`config.mk`:
```
export PLATFORM = sky130hd
export DESIGN_NAME = bmsc_boot_sleep_ctrl
export DESIGN_NICKNAME = d
export VERILOG_FILES = /design/src/hw/bmsc_pkg.sv /design/src/hw/bmsc_boot_sleep_ctrl.sv /design/src/hw/bmsc_cycle_timer.sv
export VERILOG_INCLUDE_DIRS = /design/src /design/src/hw
export SDC_FILE = /design/constraint.sdc
export NUM_CORES = 1
export LEC_CHECK = 0
export BUFFER_PORTS_ARGS = -buffer_cell sky130_fd_sc_hd__buf_2
export CELL_PAD_IN_SITES_DETAIL_PLACEMENT = 2
export CELL_PAD_IN_SITES_GLOBAL_PLACEMENT = 2
export CORE_MARGIN = 1.5
export CORE_UTILIZATION = 31
export CTS_BUF_LIST = sky130_fd_sc_hd__clkbuf_8
export CTS_CLUSTER_DIAMETER = 60
export DETAILED_ROUTE_END_ITERATION = 16
export PLACE_DENSITY_LB_ADDON = 0.15
export SKIP_CTS_REPAIR_TIMING = 1
export SLEW_MARGIN = 0
export SYNTH_ARGS = -nofsm -noshare
export SYNTH_HDL_FRONTEND = slang
export SYNTH_SLANG_ARGS = --single-unit
```
`constraint.sdc`:
```
create_clock -name sys_clk -period 5.75 [get_ports sys_clk]
set_input_delay 0.2875 -clock sys_clk [delete_from_list [all_inputs] [get_ports sys_clk]]
set_output_delay 0.2875 -clock sys_clk [all_outputs]
set_load 0.01 [all_outputs]
```
`src/hw/bmsc_regs.svh`:
```
// offsets, field positions and timing counts for boot mode and sleep control
`ifndef BMSC_REGS_SVH
`define BMSC_REGS_SVH

`define BMSC_CLK_MHZ 50
`define BMSC_BOOT_TIME_US 3000
`define BMSC_BOOT_CYC ((`BMSC_BOOT_TIME_US * `BMSC_CLK_MHZ))
`define BMSC_PLL_LOCK_US 200
`define BMSC_PLL_CYC ((`BMSC_PLL_LOCK_US * `BMSC_CLK_MHZ))
`define BMSC_SRC_NORMAL_MHZ 12
`define BMSC_STRAP_PAR 2'h0
`define BMSC_STRAP_FSP 2'h1
`define BMSC_STRAP_SPI 2'h2
`define BMSC_STRAP_ALONE 2'h3
`define BMSC_SLEEP_BIT 1
`define BMSC_CPU_SPEED_ADDR 16'hc008
`define BMSC_PWR_CTRL_ADDR 16'hc00a
`define BMSC_OTG_CTRL_ADDR 16'hc098
`define BMSC_PIN_EEP_SCL 30
`define BMSC_PIN_EEP_SDA 31
`define BMSC_PIN_UART_TX 27
`define BMSC_PIN_UART_RX 28
`define BMSC_PIN_OTG_ID 29
`define BMSC_CPU_DIV_RESET 4'h0

`endif

```
`src/hw/bmsc_pkg.sv`:
```
// types for boot mode and sleep control
package bmsc_pkg;
    typedef enum logic [1:0] {
        BMSC_MODE_PARALLEL,
        BMSC_MODE_FAST_SERIAL,
        BMSC_MODE_SPI,
        BMSC_MODE_STANDALONE
    } bmsc_mode_e;

    typedef enum {
        BMSC_ST_BOOT,
        BMSC_ST_RUN,
        BMSC_ST_SLEEP,
        BMSC_ST_WAKE
    } bmsc_state_e;
endpackage

```
`src/hw/bmsc_boot_sleep_ctrl.sv`:
```
// boot strap sampling, pin setup, cpu clock scaling and sleep control
//
// Operation
// sample clock rate strap after reset
// boot mode from pins 31:30 at release
// 00 parallel, 01 serial, 10 spi, 11 alone
// boot procedure lasts at most 3 ms
// straps read only during boot, then gpio
// coprocessor: enable selected port, wait idle
// host loads only after boot time
// port speeds: 16 bit, 2M baud, 2Mb/s
// standalone: eeprom pins out, debug uart
// pin 29 picks otg peripheral or host
// other usb ports peripheral, rest inputs
// cpu clock divider without touching peripherals
// sleep entered by sleep enable bit
// sleep keeps gpio, drives memory address low
// sleep stops crystal, pll, booster, transceivers
// cpu suspended until enabled wakeup event
// firmware should stop charge pump first
// resume within 200 us after wakeup
// reset held sixteen 12 MHz cycles
// wake restarts crystal, pll; cpu gated

`timescale 1ns/1ns
`include "bmsc_regs.svh"

module bmsc_boot_sleep_ctrl #(
    parameter int BOOT_CYCLES = `BMSC_BOOT_CYC, // boot time in cycles
    parameter int PLL_CYCLES = `BMSC_PLL_CYC, // pll lock time in cycles
    parameter int DIV_W = 4, // cpu speed field width
    parameter int WAKE_W = 8 // number of wakeup sources
) (
    input wire logic sys_clk, // 50 MHz system clock
    input wire logic rst, // async reset, active high
    input wire logic activeLowResetPin_n, // external reset pin, low = reset
    input wire logic clockRateStrap, // clock source select strap
    input wire logic [31:0] gpioIn, // gpio pin levels
    input wire logic [31:0] appGpioOe_n, // application gpio enables, low=drive
    input wire logic [31:0] appGpioOut, // application gpio output values
    input wire logic [DIV_W-1:0] cpuSpeedWr, // cpu speed write value
    input wire logic cpuSpeedWe, // cpu speed write strobe
    input wire logic sleepEnableWr, // power control sleep bit value
    input wire logic pwrCtrlWe, // power control write strobe
    input wire logic [WAKE_W-1:0] wakeEnable, // wakeup source enables
    input wire logic [WAKE_W-1:0] wakeEvent, // wakeup source events
    input wire logic pumpEnableIn, // firmware charge pump request
    input wire logic portActivity, // host started talking on port
    input wire logic [15:0] memAddrIn, // cpu external memory address
    output bmsc_pkg::bmsc_mode_e bootMode, // latched boot mode
    output logic clockRateSel, // latched clock rate strap
    output logic bootDone, // boot procedure finished
    output logic loadReady, // code load may begin
    output logic parallelHostPortEn, // parallel host port enabled
    output logic fastSerialPortEn, // fast serial port enabled
    output logic spiSlavePortEn, // spi slave port enabled
    output logic coprocIdle, // waiting for host to talk
    output logic [31:0] gpioOe_n, // gpio output enables, low=drive
    output logic [31:0] gpioOut, // gpio output values
    output logic debugUartEn, // debug uart on pins 28:27
    output logic otgIsPeripheral, // first otg port role
    output logic [2:0] otherPortsPeripheral, // remaining usb port roles
    output logic [DIV_W-1:0] cpuSpeedDiv, // cpu clock divider
    output logic sleepActive, // asleep
    output logic cpuSuspended, // cpu clock gated
    output logic crystalDriveEn, // crystal drive output on
    output logic pllEn, // pll on
    output logic boosterEn, // supply booster on
    output logic transceiverEn, // usb transceivers on
    output logic pumpEn, // otg charge pump on
    output logic [15:0] memAddrOut // external memory address pins
);
    import bmsc_pkg::*;

    localparam int BW = $clog2(BOOT_CYCLES + 1);
    localparam int PW = $clog2(PLL_CYCLES + 1);
    localparam int TW = (BW > PW) ? BW : PW;

    // refuse counts and widths the logic cannot serve
    if (BOOT_CYCLES < 2 || PLL_CYCLES < 2)
    begin
        $error("bmsc_boot_sleep_ctrl counts too small");
    end
    if (DIV_W < 1 || WAKE_W < 1)
    begin
        $error("bmsc_boot_sleep_ctrl widths too small");
    end

    bmsc_state_e state_q;
    logic resetPinPrev_q;
    logic timerStart;
    logic [TW-1:0] timerCount;
    logic timerBusy;
    logic timerDone;

    logic wakeHit;
    logic releaseEdge;

    // decode the strap pair into a mode
    function automatic bmsc_mode_e decodeStrap(input logic [1:0] s);
        case (s)
            `BMSC_STRAP_PAR: decodeStrap = BMSC_MODE_PARALLEL;
            `BMSC_STRAP_FSP: decodeStrap = BMSC_MODE_FAST_SERIAL;
            `BMSC_STRAP_SPI: decodeStrap = BMSC_MODE_SPI;
            default: decodeStrap = BMSC_MODE_STANDALONE;
        endcase
    endfunction

    // the release edge of the reset pin is when straps are caught
    assign releaseEdge = activeLowResetPin_n && !resetPinPrev_q;

    // only enabled sources count; any one wakes the cpu
    assign wakeHit = |(wakeEnable & wakeEvent);

    // timer loads for boot after pin release, or for pll lock on wake
    always_comb
    begin
        timerStart = 1'b0;
        timerCount = '0;

        if (releaseEdge)
        begin
            timerStart = 1'b1;
            timerCount = TW'(BOOT_CYCLES);
        end
        else if (state_q == BMSC_ST_SLEEP && wakeHit)
        begin
            timerStart = 1'b1;
            timerCount = TW'(PLL_CYCLES);
        end
    end

    bmsc_cycle_timer #(
        .WIDTH(TW)
    ) u_timer (
        .sys_clk(sys_clk),
        .rst(rst),
        .start(timerStart),
        .count(timerCount),
        .busy(timerBusy),
        .done(timerDone)
    );

    // previous reset pin level; held low while pin is low
    always_ff @(posedge sys_clk or posedge rst)
    begin
        if (rst)
            resetPinPrev_q <= 1'b0;
        else
            resetPinPrev_q <= activeLowResetPin_n;
    end

    // strap capture at the release edge only, so later pin use is free
    always_ff @(posedge sys_clk or posedge rst)
    begin
        if (rst)
        begin
            bootMode <= BMSC_MODE_PARALLEL;
            clockRateSel <= 1'b1;
        end
        else if (releaseEdge)
        begin
            bootMode <= decodeStrap(gpioIn[31:30]);
            clockRateSel <= clockRateStrap;
        end
    end

    // main sequencer; a low reset pin forces boot again at any time
    always_ff @(posedge sys_clk or posedge rst)
    begin
        if (rst)
            state_q <= BMSC_ST_BOOT;
        else if (!activeLowResetPin_n)
            state_q <= BMSC_ST_BOOT;
        else
        begin
            case (state_q)
                BMSC_ST_BOOT:
                    if (timerDone)
                        state_q <= BMSC_ST_RUN;
                BMSC_ST_RUN:
                    if (pwrCtrlWe && sleepEnableWr)
                        state_q <= BMSC_ST_SLEEP;
                BMSC_ST_SLEEP:
                    if (wakeHit)
                        state_q <= BMSC_ST_WAKE;
                BMSC_ST_WAKE:
                    if (timerDone)
                        state_q <= BMSC_ST_RUN;
                default:
                    state_q <= BMSC_ST_BOOT;
            endcase
        end
    end

    // boot and load-ready flags
    always_ff @(posedge sys_clk or posedge rst)
    begin
        if (rst)
        begin
            bootDone <= 1'b0;
            loadReady <= 1'b0;
        end
        else if (!activeLowResetPin_n)
        begin
            bootDone <= 1'b0;
            loadReady <= 1'b0;
        end
        else if (state_q == BMSC_ST_BOOT && timerDone)
        begin
            bootDone <= 1'b1;
            loadReady <= 1'b1;
        end
    end

    // only the strapped port comes up, and only after boot; idle until
    // the host speaks (line speeds are held by the port blocks themselves)
    always_ff @(posedge sys_clk or posedge rst)
    begin
        if (rst)
        begin
            parallelHostPortEn <= 1'b0;
            fastSerialPortEn <= 1'b0;
            spiSlavePortEn <= 1'b0;
            coprocIdle <= 1'b0;
        end
        else if (!bootDone)
        begin
            parallelHostPortEn <= 1'b0;
            fastSerialPortEn <= 1'b0;
            spiSlavePortEn <= 1'b0;
            coprocIdle <= 1'b0;
        end
        else
        begin
            parallelHostPortEn <= (bootMode == BMSC_MODE_PARALLEL);
            fastSerialPortEn <= (bootMode == BMSC_MODE_FAST_SERIAL);
            spiSlavePortEn <= (bootMode == BMSC_MODE_SPI);
            if (bootMode == BMSC_MODE_STANDALONE)
                coprocIdle <= 1'b0;
            else if (portActivity)
                coprocIdle <= 1'b0;
            else if (!parallelHostPortEn && !fastSerialPortEn
                     && !spiSlavePortEn)
                coprocIdle <= 1'b1;
        end
    end

    // pin setup; during boot all pins are inputs so straps read clean,
    // and sleep freezes the setup instead of recomputing it
    always_ff @(posedge sys_clk or posedge rst)
    begin
        if (rst)
        begin
            gpioOe_n <= '1;
            gpioOut <= '0;
            debugUartEn <= 1'b0;
            otgIsPeripheral <= 1'b1;
            otherPortsPeripheral <= 3'h7;
        end
        else if (!bootDone)
        begin
            gpioOe_n <= '1;
            gpioOut <= '0;
            debugUartEn <= 1'b0;
        end
        else if (state_q == BMSC_ST_RUN)
        begin
            gpioOe_n <= appGpioOe_n;
            gpioOut <= appGpioOut;
            otherPortsPeripheral <= 3'h7;
            if (bootMode == BMSC_MODE_STANDALONE)
            begin
                gpioOe_n[`BMSC_PIN_EEP_SCL] <= 1'b0;
                gpioOe_n[`BMSC_PIN_EEP_SDA] <= 1'b0;
                gpioOe_n[`BMSC_PIN_UART_TX] <= 1'b0;
                gpioOe_n[`BMSC_PIN_UART_RX] <= 1'b1;
                gpioOe_n[`BMSC_PIN_OTG_ID] <= 1'b1;
                debugUartEn <= 1'b1;
                otgIsPeripheral <= gpioIn[`BMSC_PIN_OTG_ID];
            end
            else
                debugUartEn <= 1'b0;
        end
        // sleep and wake keep every pin as it was
    end

    // cpu speed divider; peripherals keep their own clocks
    always_ff @(posedge sys_clk or posedge rst)
    begin
        if (rst)
            cpuSpeedDiv <= DIV_W'(`BMSC_CPU_DIV_RESET);
        else if (!activeLowResetPin_n)
            cpuSpeedDiv <= DIV_W'(`BMSC_CPU_DIV_RESET);
        else if (cpuSpeedWe && state_q == BMSC_ST_RUN)
            cpuSpeedDiv <= cpuSpeedWr;
    end

    // analog enables and cpu gate follow the state
    always_ff @(posedge sys_clk or posedge rst)
    begin
        if (rst)
        begin
            sleepActive <= 1'b0;
            cpuSuspended <= 1'b1;
            crystalDriveEn <= 1'b1;
            pllEn <= 1'b1;
            boosterEn <= 1'b1;
            transceiverEn <= 1'b1;
        end
        else
        begin
            sleepActive <= (state_q == BMSC_ST_SLEEP);
            cpuSuspended <= (state_q != BMSC_ST_RUN);
            crystalDriveEn <= (state_q != BMSC_ST_SLEEP);
            pllEn <= (state_q != BMSC_ST_SLEEP);
            boosterEn <= (state_q != BMSC_ST_SLEEP);
            transceiverEn <= (state_q != BMSC_ST_SLEEP);
        end
    end

    // charge pump follows firmware; a sleep without switching it off
    // leaves the bus near supply, so hardware does not override it
    always_ff @(posedge sys_clk or posedge rst)
    begin
        if (rst)
            pumpEn <= 1'b0;
        else
            pumpEn <= pumpEnableIn;
    end

    // memory address pins forced low while asleep
    always_ff @(posedge sys_clk or posedge rst)
    begin
        if (rst)
            memAddrOut <= '0;
        else if (state_q == BMSC_ST_SLEEP)
            memAddrOut <= '0;
        else
            memAddrOut <= memAddrIn;
    end

    // timer busy is only informative here
    logic unusedBusy;
    assign unusedBusy = timerBusy;

endmodule // bmsc_boot_sleep_ctrl

```
`src/hw/bmsc_cycle_timer.sv`:
```
// down-counter that raises done when a loaded count runs out
`timescale 1ns/1ns
module bmsc_cycle_timer #(
    parameter int WIDTH = 20
) (
    input wire logic sys_clk, // system clock
    input wire logic rst, // async reset, active high
    input wire logic start, // load count and begin
    input wire logic [WIDTH-1:0] count, // cycles to run
    output logic busy, // counting
    output logic done // one-cycle pulse at expiry
);
    logic [WIDTH-1:0] cnt_q;

    // refuse a width the counter cannot serve
    if (WIDTH < 2)
        $error("bmsc_cycle_timer width too small");

    // counter; a restart while busy reloads, so late events extend the wait
    always_ff @(posedge sys_clk or posedge rst)
    begin
        if (rst)
        begin
            cnt_q <= '0;
            busy <= 1'b0;
            done <= 1'b0;
        end
        else if (start)
        begin
            cnt_q <= count;
            busy <= 1'b1;
            done <= 1'b0;
        end
        else if (busy)
        begin
            cnt_q <= cnt_q - 1'b1;
            done <= (cnt_q == {{(WIDTH-1){1'b0}}, 1'b1});
            busy <= (cnt_q != {{(WIDTH-1){1'b0}}, 1'b1});
        end
        else
            done <= 1'b0;
    end
endmodule // bmsc_cycle_timer

```
# Word-level counts from Yosys, hierarchy flattened

Cells that the tools add are included.
W data, S select, Z words.

Input bits: 141
Flip-flop bits (word level): 151
Output and inout bits: 105
Word-level logic and storage cells: 101

Reductions and logical operators: 20
Add/sub/neg operators: 1
Bitwise operators: 1
Eq/ne operators: 21
Mux-type cells: 36

Operator list:

| kind                    | number |
|---|---|
| $mux W32                | 8 |
| $eq A32 B2 Y1 const B   | 3 |
| $pmux W32 S3            | 1 |
| $logic_not A32 Y1       | 2 |
| $mux W18                | 3 |
| $eq A32 B1 Y1 const B   | 1 |
| $eq A32 B3 Y1 const B   | 1 |
| $ne A32 B2 Y1 const B   | 1 |
| $ne A32 B3 Y1 const B   | 1 |
| $eq A18 B1 Y1 const B   | 1 |
| $mux W1                 | 18 |
| $ne A18 B1 Y1 const B   | 1 |
| $sub A18 B1 Y18 const B | 1 |
| $mux W16                | 1 |
| $mux W14                | 1 |
| $and A8 B8 Y8           | 1 |
| $mux W4                 | 2 |
| $reduce_or A8 Y1        | 1 |
| $logic_and A1 B1 Y1     | 7 |
| $eq A2 B2 Y1 const B    | 3 |
| $ne A2 B1 Y1 const B    | 3 |
| $ne A3 B3 Y1 const B    | 2 |
| $pmux W2 S3             | 1 |
| $reduce_and A3 Y1       | 2 |
| 8 further kinds         | 13 |

# Logic depth before layout (Yosys ltp)

Gate-level depths: netlist of run 1.

Depth after elaboration: 7
Mapped depth: 7

# Cells and area by module

From an unflattened synthesis of run 1, not the netlist that was laid out.

Cell total of the unflattened synthesis: 460
Area total of the unflattened synthesis: 5367.6 um2

Modules (own cells, without submodules):

| module               | area an instance (um2) | times used | sequential area each (um2) | cells each |
|---|---|---|---|---|
| bmsc_boot_sleep_ctrl | 4197.8                 | 1          | 2572.5                     | 339 |
| bmsc_cycle_timer     | 1169.9                 | 1          | 500.5                      | 121 |

# Worst setup path before layout of run 1

Ideal clock, no wire load.

Kind: register to register
From: reg u_timer.cnt_q[2]
To: reg u_timer.cnt_q[11]
Required time: 5614 ps
Slack: 4123 ps
Stages on the path, launching flop included: 5
Arrival time: 1491 ps
Path through: dfrtp_1 or4_4 nor4_2 xnor2_1 o21ai_1

Word-level cells in the longest chain between the ends: 3

Ends and longest elaborated chain:

| what                   | RTL line               | source |
|---|---|---|
| from (decl)            | bmsc_cycle_timer.sv:13 | `logic [WIDTH-1:0] cnt_q;` |
| from (signal assigned) | bmsc_cycle_timer.sv:30 | `cnt_q <= count;` |
| from (signal assigned) | bmsc_cycle_timer.sv:36 | `cnt_q <= cnt_q - 1'b1;` |
| $sub A18 B1 Y18        | bmsc_cycle_timer.sv:36 |  |
| $mux W18               | bmsc_cycle_timer.sv:34 | `else if (busy)` |
| $mux W18               | bmsc_cycle_timer.sv:28 | `else if (start)` |

Every way passes these cells. The select of a mux whose other input is x is not followed.
A chain may end at the register's enable or synchronous reset.

# Final worst setup path of run 1

From: reg state_q[1]
To: reg otgIsPeripheral

Word-level cells in the longest chain between the ends: 2

Ends and longest elaborated chain:

| what                        | RTL line                    | source |
|---|---|---|
| from (decl)                 | bmsc_boot_sleep_ctrl.sv:89  | `bmsc_state_e state_q;` |
| from (signal assigned)      | bmsc_boot_sleep_ctrl.sv:172 | `state_q <= BMSC_ST_BOOT;` |
| from (signal assigned)      | bmsc_boot_sleep_ctrl.sv:174 | `state_q <= BMSC_ST_BOOT;` |
| from (signal assigned)      | bmsc_boot_sleep_ctrl.sv:180 | `state_q <= BMSC_ST_RUN;` |
| $eq A32 B2 Y1               | bmsc_boot_sleep_ctrl.sv:267 | `else if (state_q == BMSC_ST_RUN)` |
| $reduce_and A3 Y1 (no line) | -                           |  |
| to (signal assigned)        | bmsc_boot_sleep_ctrl.sv:280 | `` otgIsPeripheral <= gpioIn[`BMSC_PIN_OTG_ID]; `` |
| to (decl)                   | bmsc_boot_sleep_ctrl.sv:61  | `output logic otgIsPeripheral,` |

Every way passes these cells.

==> results of run 1 <==
-- cells in the mapped netlist (6+ instances only) --
master and number:
a21oi_1 7, buf_2 7, buf_4 7, clkbuf_1 14, dfrtp_1 85, dfstp_2 36
inv_1 9, mux2i_1 61, nand2_1 54, nand3_1 6, nor2_1 22, nor2b_1 49
o21ai_0 9, xnor2_1 9
-- per-stage QoR --
| step | setup slack (ns) | area [um^2] |
|---|---|---|
| final | 3.441 | 6913 |
| after global routing | 3.268 | 6913 |
| after CTS | 3.397 | 6893 |
| after detailed placement | 3.421 | 6495 |
| after global placement | 3.457 | 6495 |
| after floorplan | 2.308 | 5248 |
-- routing by layer --
metal	wire length (um)	part of all wire
met5	0	0
met4	155	0.010
met3	759	0.050
met2	7786	0.52
met1	6344	0.42
-- worst register-to-register path, delay by kind of cell, from the launching register on --
family	cells	cell delay, ns
adders and majority gates	1	0.56
buffers and inverters	2	0.76
DFF	1	0.40
muxes	1	0.32
and+or+nand+nor	1	0.21
-- power breakdown --
| part | internal [mW] | total (mW) | switching, mW |
|---|---|---|---|
| combinational | 0.146 | 0.316 | 0.171 |
| sequential | 0.890 | 0.936 | 0.0460 |
| clock | 0.397 | 0.760 | 0.363 |
-- worst paths after layout --
path                       slack [ns]            from               to
setup / recovery                 3.44      state_q[1]  otgIsPeripheral
max in group asynchronous        4.50             rst        loadReady
hold / removal                   0.02  clockRateStrap     clockRateSel
hold reg to reg                  0.46    clockRateSel     clockRateSel
setup reg to reg                 3.44      state_q[1]  otgIsPeripheral
min in group asynchronous        0.05             rst           pumpEn
-- cell usage in the layout, fill, tap and decap left out, drive strengths merged, types with 2 or more instances in the layout --
master,instances
a2111oi,2
a211oi,2
a21boi,4
a21oi,8
a22o,4
and2,2
buf,217
bufinv,2
clkbuf,18
clkinv,5
clkinvlp,6
conb,3
dfrtp,85
dfstp,36
dlygate4sd3,2
ha,5
inv,10
mux2i,61
nand2,54
nand3,6
nand4,4
nor2,22
nor2b,49
nor3,5
nor3b,2
nor4,9
nor4b,2
o21ai,10
or3,3
or4,3
xnor2,9
xor2,5
-- cell type report --
type,count,area share
tap,220,0.03982
timing repair buffer,219,0.1614
clock inverter,14,0.02172
inverter,9,0.005249
clock buffer,18,0.03584
sequential,121,0.4447
multi-input combinational,288,0.2912
-- kinds of logic (layout without fill, tap and decap cells) --
family          after synthesis  count (layout)  synth area share
flops                       121             121            0.5864
simple gates                169             169            0.1772
fa+ha+maj                     5               5           0.01194
buf+inv                      37             260           0.03319
other cells                   1               3         0.0007156
compound gates               35              35           0.04847
xor+xnor                     14              14           0.02340
mux                          62              62            0.1187
-- sequential cells by signal, indices dropped and copies added (netlist names), 2 cells and up --
signal and flops:
bootMode 2, u_timer.cnt_q 18, memAddrOut 16, state_q 2, gpioOe_n 32, gpioOut 32, cpuSpeedDiv 4
==> impl_metrics.toml, run 1 <==
[outcome]
status = "complete, no violations"

[floorplan]
die_area_um2 = 17690
core-area_um2 = 16520
die_h_um = 133.0
ios = 246
die_w_um = 133.0
initial_core_util = 0.3171
std_cell_rows = 47

[cts]
cts_inserted_buffers = 17
clk_pin_slew_ns = 0.08
htreeDepth = 4
clkLatencyLatePin_ns = 0.44
clockBufferDepth = 2
cts.sinks = 121
cts_tree = "done"
cts-root-buf = "clkbuf_8"

[yosys]
yosys_most_used_dff = "dfrtp_1"
synthesis.area_um2 = 5240
synth_top_cell_area_share = 0.4059
synth_cells = 444
synth_edf_count = 0
async_flop_share = 1.000
synth_area_leaders = "dfrtp_1 41%, dfstp_2 18%, mux2i_1 12%, nor2b_1 5.9%, nand2_1 3.9%"
syn_avg_cell_area_um2 = 11.80
synth_top_cell_by_area = "dfrtp_1"
ys_warn_count = 0
yosysUniqueCellTypes = 49
ys_seq_area_frac = 0.5864
ys_seq_elements = 121

[grt]
grt_max_degree = 76
overflow = 0
first_global_vias = 4662
antenna_found_initial = 0
grt-busiest-layer = "met2"
met1_usage = 0.2078
grt_pass1_wl_mm = 24.65
use_met3 = 0.04981
track_usage = 0.1799
grt_use_met2 = 0.3206

[worst_setup_path]
crit_type = "reg2reg"
cp_num_cells = 5
cp_slowest_cell = "buf_4"
endpoint_kind = "flip-flop"
critPathMaxStageDelay_ns = 0.63
r2r_cells = 5
crit_buf_inv = 2
crit_family = "buffers and inverters"
critPathMaxFanout = 39
arrival_ns = 2.68
crit_chain = "inv_1 -> ha_4 -> buf_4 -> nand4_1 -> mux2_2"
startpoint_type = "flip-flop"
critPathRequiredTime_ns = 6.12

[place]
hpwl_mm = 10.89
gp_congestion = 0.7807
port_buffers = 213
dp.cells = 855

[sta]
tns_ns = 0
holdWs_ns = 0.02387
hold_viol = 0
report.final.slew_viol_count = 0
tightest_slew_ns = 0.9704
relSlewSlack = 0.3531
rsz0062_at_grt = "no"
fin_crit_ns = 2.309
clock-skew-final_ns = 0.006732
period_share = 0.4016
finalSetupViolCount = 0
max_freq_mhz = 433.0

[final_layout]
multi_input_area_um2 = 2013
instances_no_fill = 889
seq_area_um2 = 3074
n_fill_cell = 1804
final_nets = 802
diodes = 0
drive_above_1_share = 0.4469
area_growth_syn_to_layout_pct = 31.92
fin_util = 0.4183

[job]
cap_viol_max_count = 0

[route]
routed_via_density = 4.621
drt_iter0_markers = 87
drcViolationCount = 0
num_vias = 4108
firstDrtPassIters = 4
wirelength_mm = 15.05
postRouteAntennaNets = 0
wire_per_inst_um = 16.92

[hold_path]
hp-class = "in2reg"
hold_path_depth = 3

[power_and_ir_drop]
power_density_nw_per_um2 = 291.0
p_leak_nw = 3.041
finalPower_mw = 2.011
ir_drop_uv = 136.5
Power figures use the tool's default switching activity.
==> run 2: changes to the inputs <==
--- a/config.mk
+++ b/config.mk
@@ -10,7 +10,7 @@
 export CELL_PAD_IN_SITES_DETAIL_PLACEMENT = 2
 export CELL_PAD_IN_SITES_GLOBAL_PLACEMENT = 2
 export CORE_MARGIN = 1.5
-export CORE_UTILIZATION = 31
+export CORE_UTILIZATION = 26
 export CTS_BUF_LIST = sky130_fd_sc_hd__clkbuf_8
 export CTS_CLUSTER_DIAMETER = 60
 export DETAILED_ROUTE_END_ITERATION = 16
==> constraint.sdc (replaced) <==
create_clock -name sys_clk -period 2.1 [get_ports sys_clk]
set_input_delay 0.105 -clock sys_clk [delete_from_list [all_inputs] [get_ports sys_clk]]
set_output_delay 0.105 -clock sys_clk [all_outputs]
set_load 0.01 [all_outputs]
==> impl_metrics.toml, run 2 (synthesized netlist as in run 1, its figures left out) <==
[sta]
holdWs_ns = 0.1186
relSlewSlack = 0.5323
period_share = 0.8872
tns_ns = 0
rsz0062_at_grt = "no"
hold_viol = 0
tightest_slew_ns = 0.7000
report.final.slew_viol_count = 0
setup_slack_ns = 0.2368
finalSetupViolCount = 0
fin_crit_ns = 1.863
max_freq_mhz = 536.7
clock-skew-final_ns = 0.01154

[power_and_ir_drop]
clock_power_share = 0.368
intPower_mw = 4.064
combPwrFrac = 0.188
swShare = 0.2956
ir_drop_uv = 412.4
power_frac_seq = 0.444
power_density_nw_per_um2 = 720.2
finalPower_mw = 5.770
p_leak_nw = 3.488
switchingPower_mw = 1.706

[final_layout]
area_growth_syn_to_layout_pct = 52.91
drive_above_1_share = 0.4010
final_common_cell = "buf_2"
instances_no_fill = 1033
diodes = 0
reg_top3 = "gpioOe_n: 32 flops, gpioOut: 32 flops, u_timer.cnt_q: 18 flops"
fin_util = 0.4090
final_cell_mix = "213 x buf_2, 93 x dlygate4sd3_1, 84 x dfrtp_1, 61 x mux2i_1, 54 x nand2_1"
design_area_um2 = 8013
final_nets = 901

[place]
port_buffers = 213
dp.cells = 908
placed_area_um2 = 6675
post-place-ws_ns = 0.2263
hpwl_mm = 11.91
gp_congestion = 0.7099

[route]
wirelength_mm = 17.47
routed_via_density = 4.417
firstDrtPassIters = 4
num_vias = 4563
postRouteAntennaNets = 0
wire_per_inst_um = 16.91
drt_iter0_markers = 90
drcViolationCount = 0

[cts]
cts_inserted_buffers = 17
clkLatencyLatePin_ns = 0.45
cts.sinks = 121
clockBufferDepth = 2
clk_pin_slew_ns = 0.09
htreeDepth = 4
cts-root-buf = "clkbuf_8"
cts_tree = "done"

[grt]
grt_max_degree = 28
antenna_found_initial = 0
overflow = 0
track_usage = 0.1534
first_global_vias = 4659
grt_pass1_wl_mm = 25.45

[worst_setup_path]
cp_slowest_cell = "dfrtp_1"
startpoint_type = "flip-flop"
r2r_cells = 4
crit_family = "simple AND/OR/NAND/NOR gates"
critPathRequiredTime_ns = 2.46
arrival_ns = 2.23
crit_chain = "nor4_4 -> nand4_2 -> or4_1 -> a21oi_1"
critPathMaxStageDelay_ns = 0.47
worstReg2RegEnd = "u_timer.cnt_q[15]"
crit_type = "reg2reg"
crit_buf_inv = 0
r2r_setup_slack_ns = 0.24
critPathMaxFanout = 6
r2r_start = "u_timer.cnt_q[2]"
endpoint_kind = "flip-flop"

[floorplan]
die_area_um2 = 21010
die_w_um = 145.0
initial_core_util = 0.2675
std_cell_rows = 51
die_h_um = 145.0
core-area_um2 = 19590
ios = 246

[hold_path]
holdPathEnd = "state_q[1]"
min_from = "sleepEnableWr"
hp-class = "in2reg"
hold_path_depth = 4

[outcome]
status = "complete, no violations"

[job]
cap_viol_max_count = 0
## run 2: cell count changes in the layout (fill, tap and decap cells not counted)
cell,delta
dlygate4sd3_1,+91
buf_12,+5
inv_4,-1
inv_6,+3
nor4bb_2,+1
clkinvlp_4,-2
buf_4,+3
clkinv_4,+2
clkinv_2,-1
clkbuf_8,-1
nor4bb_1,-1
## run 2: power by group through the flow
stage	Combinational [mW]	Clock, mW	Sequential [mW]
detailed placement	0.956	0	2.60
finish	1.09	2.12	2.56
floorplan	0.583	0	2.59
global route	1.19	2.31	2.58
global placement	0.923	0	2.59
CTS	0.959	2.21	2.56
## run 2: metal layers
| metal | track usage | up-vias | routed length, um |
|---|---|---|---|
| met5 | 0 | - | 0 |
| met4 | 0.05258 | 0 | 245 |
| met3 | 0.04686 | 22 | 1011 |
| met2 | 0.2629 | 152 | 8913 |
| met1 | 0.1815 | 2276 | 7294 |
| li1 | - | 2113 | - |
## run 2: how the worst max path moves through the flow
stage / startpoint / to / slack (ns) / depth (start not counted)
after global routing: u_timer.cnt_q[2] / u_timer.cnt_q[15] / 0.10 / 4
after global placement: u_timer.cnt_q[0] / u_timer.cnt_q[14] / 0.32 / 6
final: u_timer.cnt_q[2] / u_timer.cnt_q[15] / 0.24 / 4
after CTS: u_timer.cnt_q[0] / u_timer.cnt_q[14] / 0.19 / 6
after floorplan: u_timer.cnt_q[2] / u_timer.cnt_q[11] / 0.47 / 4
after detailed placement: u_timer.cnt_q[2] / u_timer.cnt_q[15] / 0.23 / 4
## run 2: layout make-up
class	count	area (um^2)
fillers	2067	11580
flip-flops and latches	121	3074
repair buffers	318	2150
multi-input cells	288	2019
well taps	265	331.6
clock buffers	17	234.0
clock inverters	15	166.4
inverters	9	37.54
## run 2: tightest hold or removal path, cell delays in order
cell	delay, ns
buf_2	0.10
nand2_1	0.08
a221oi_1	0.12
mux2i_1	0.13
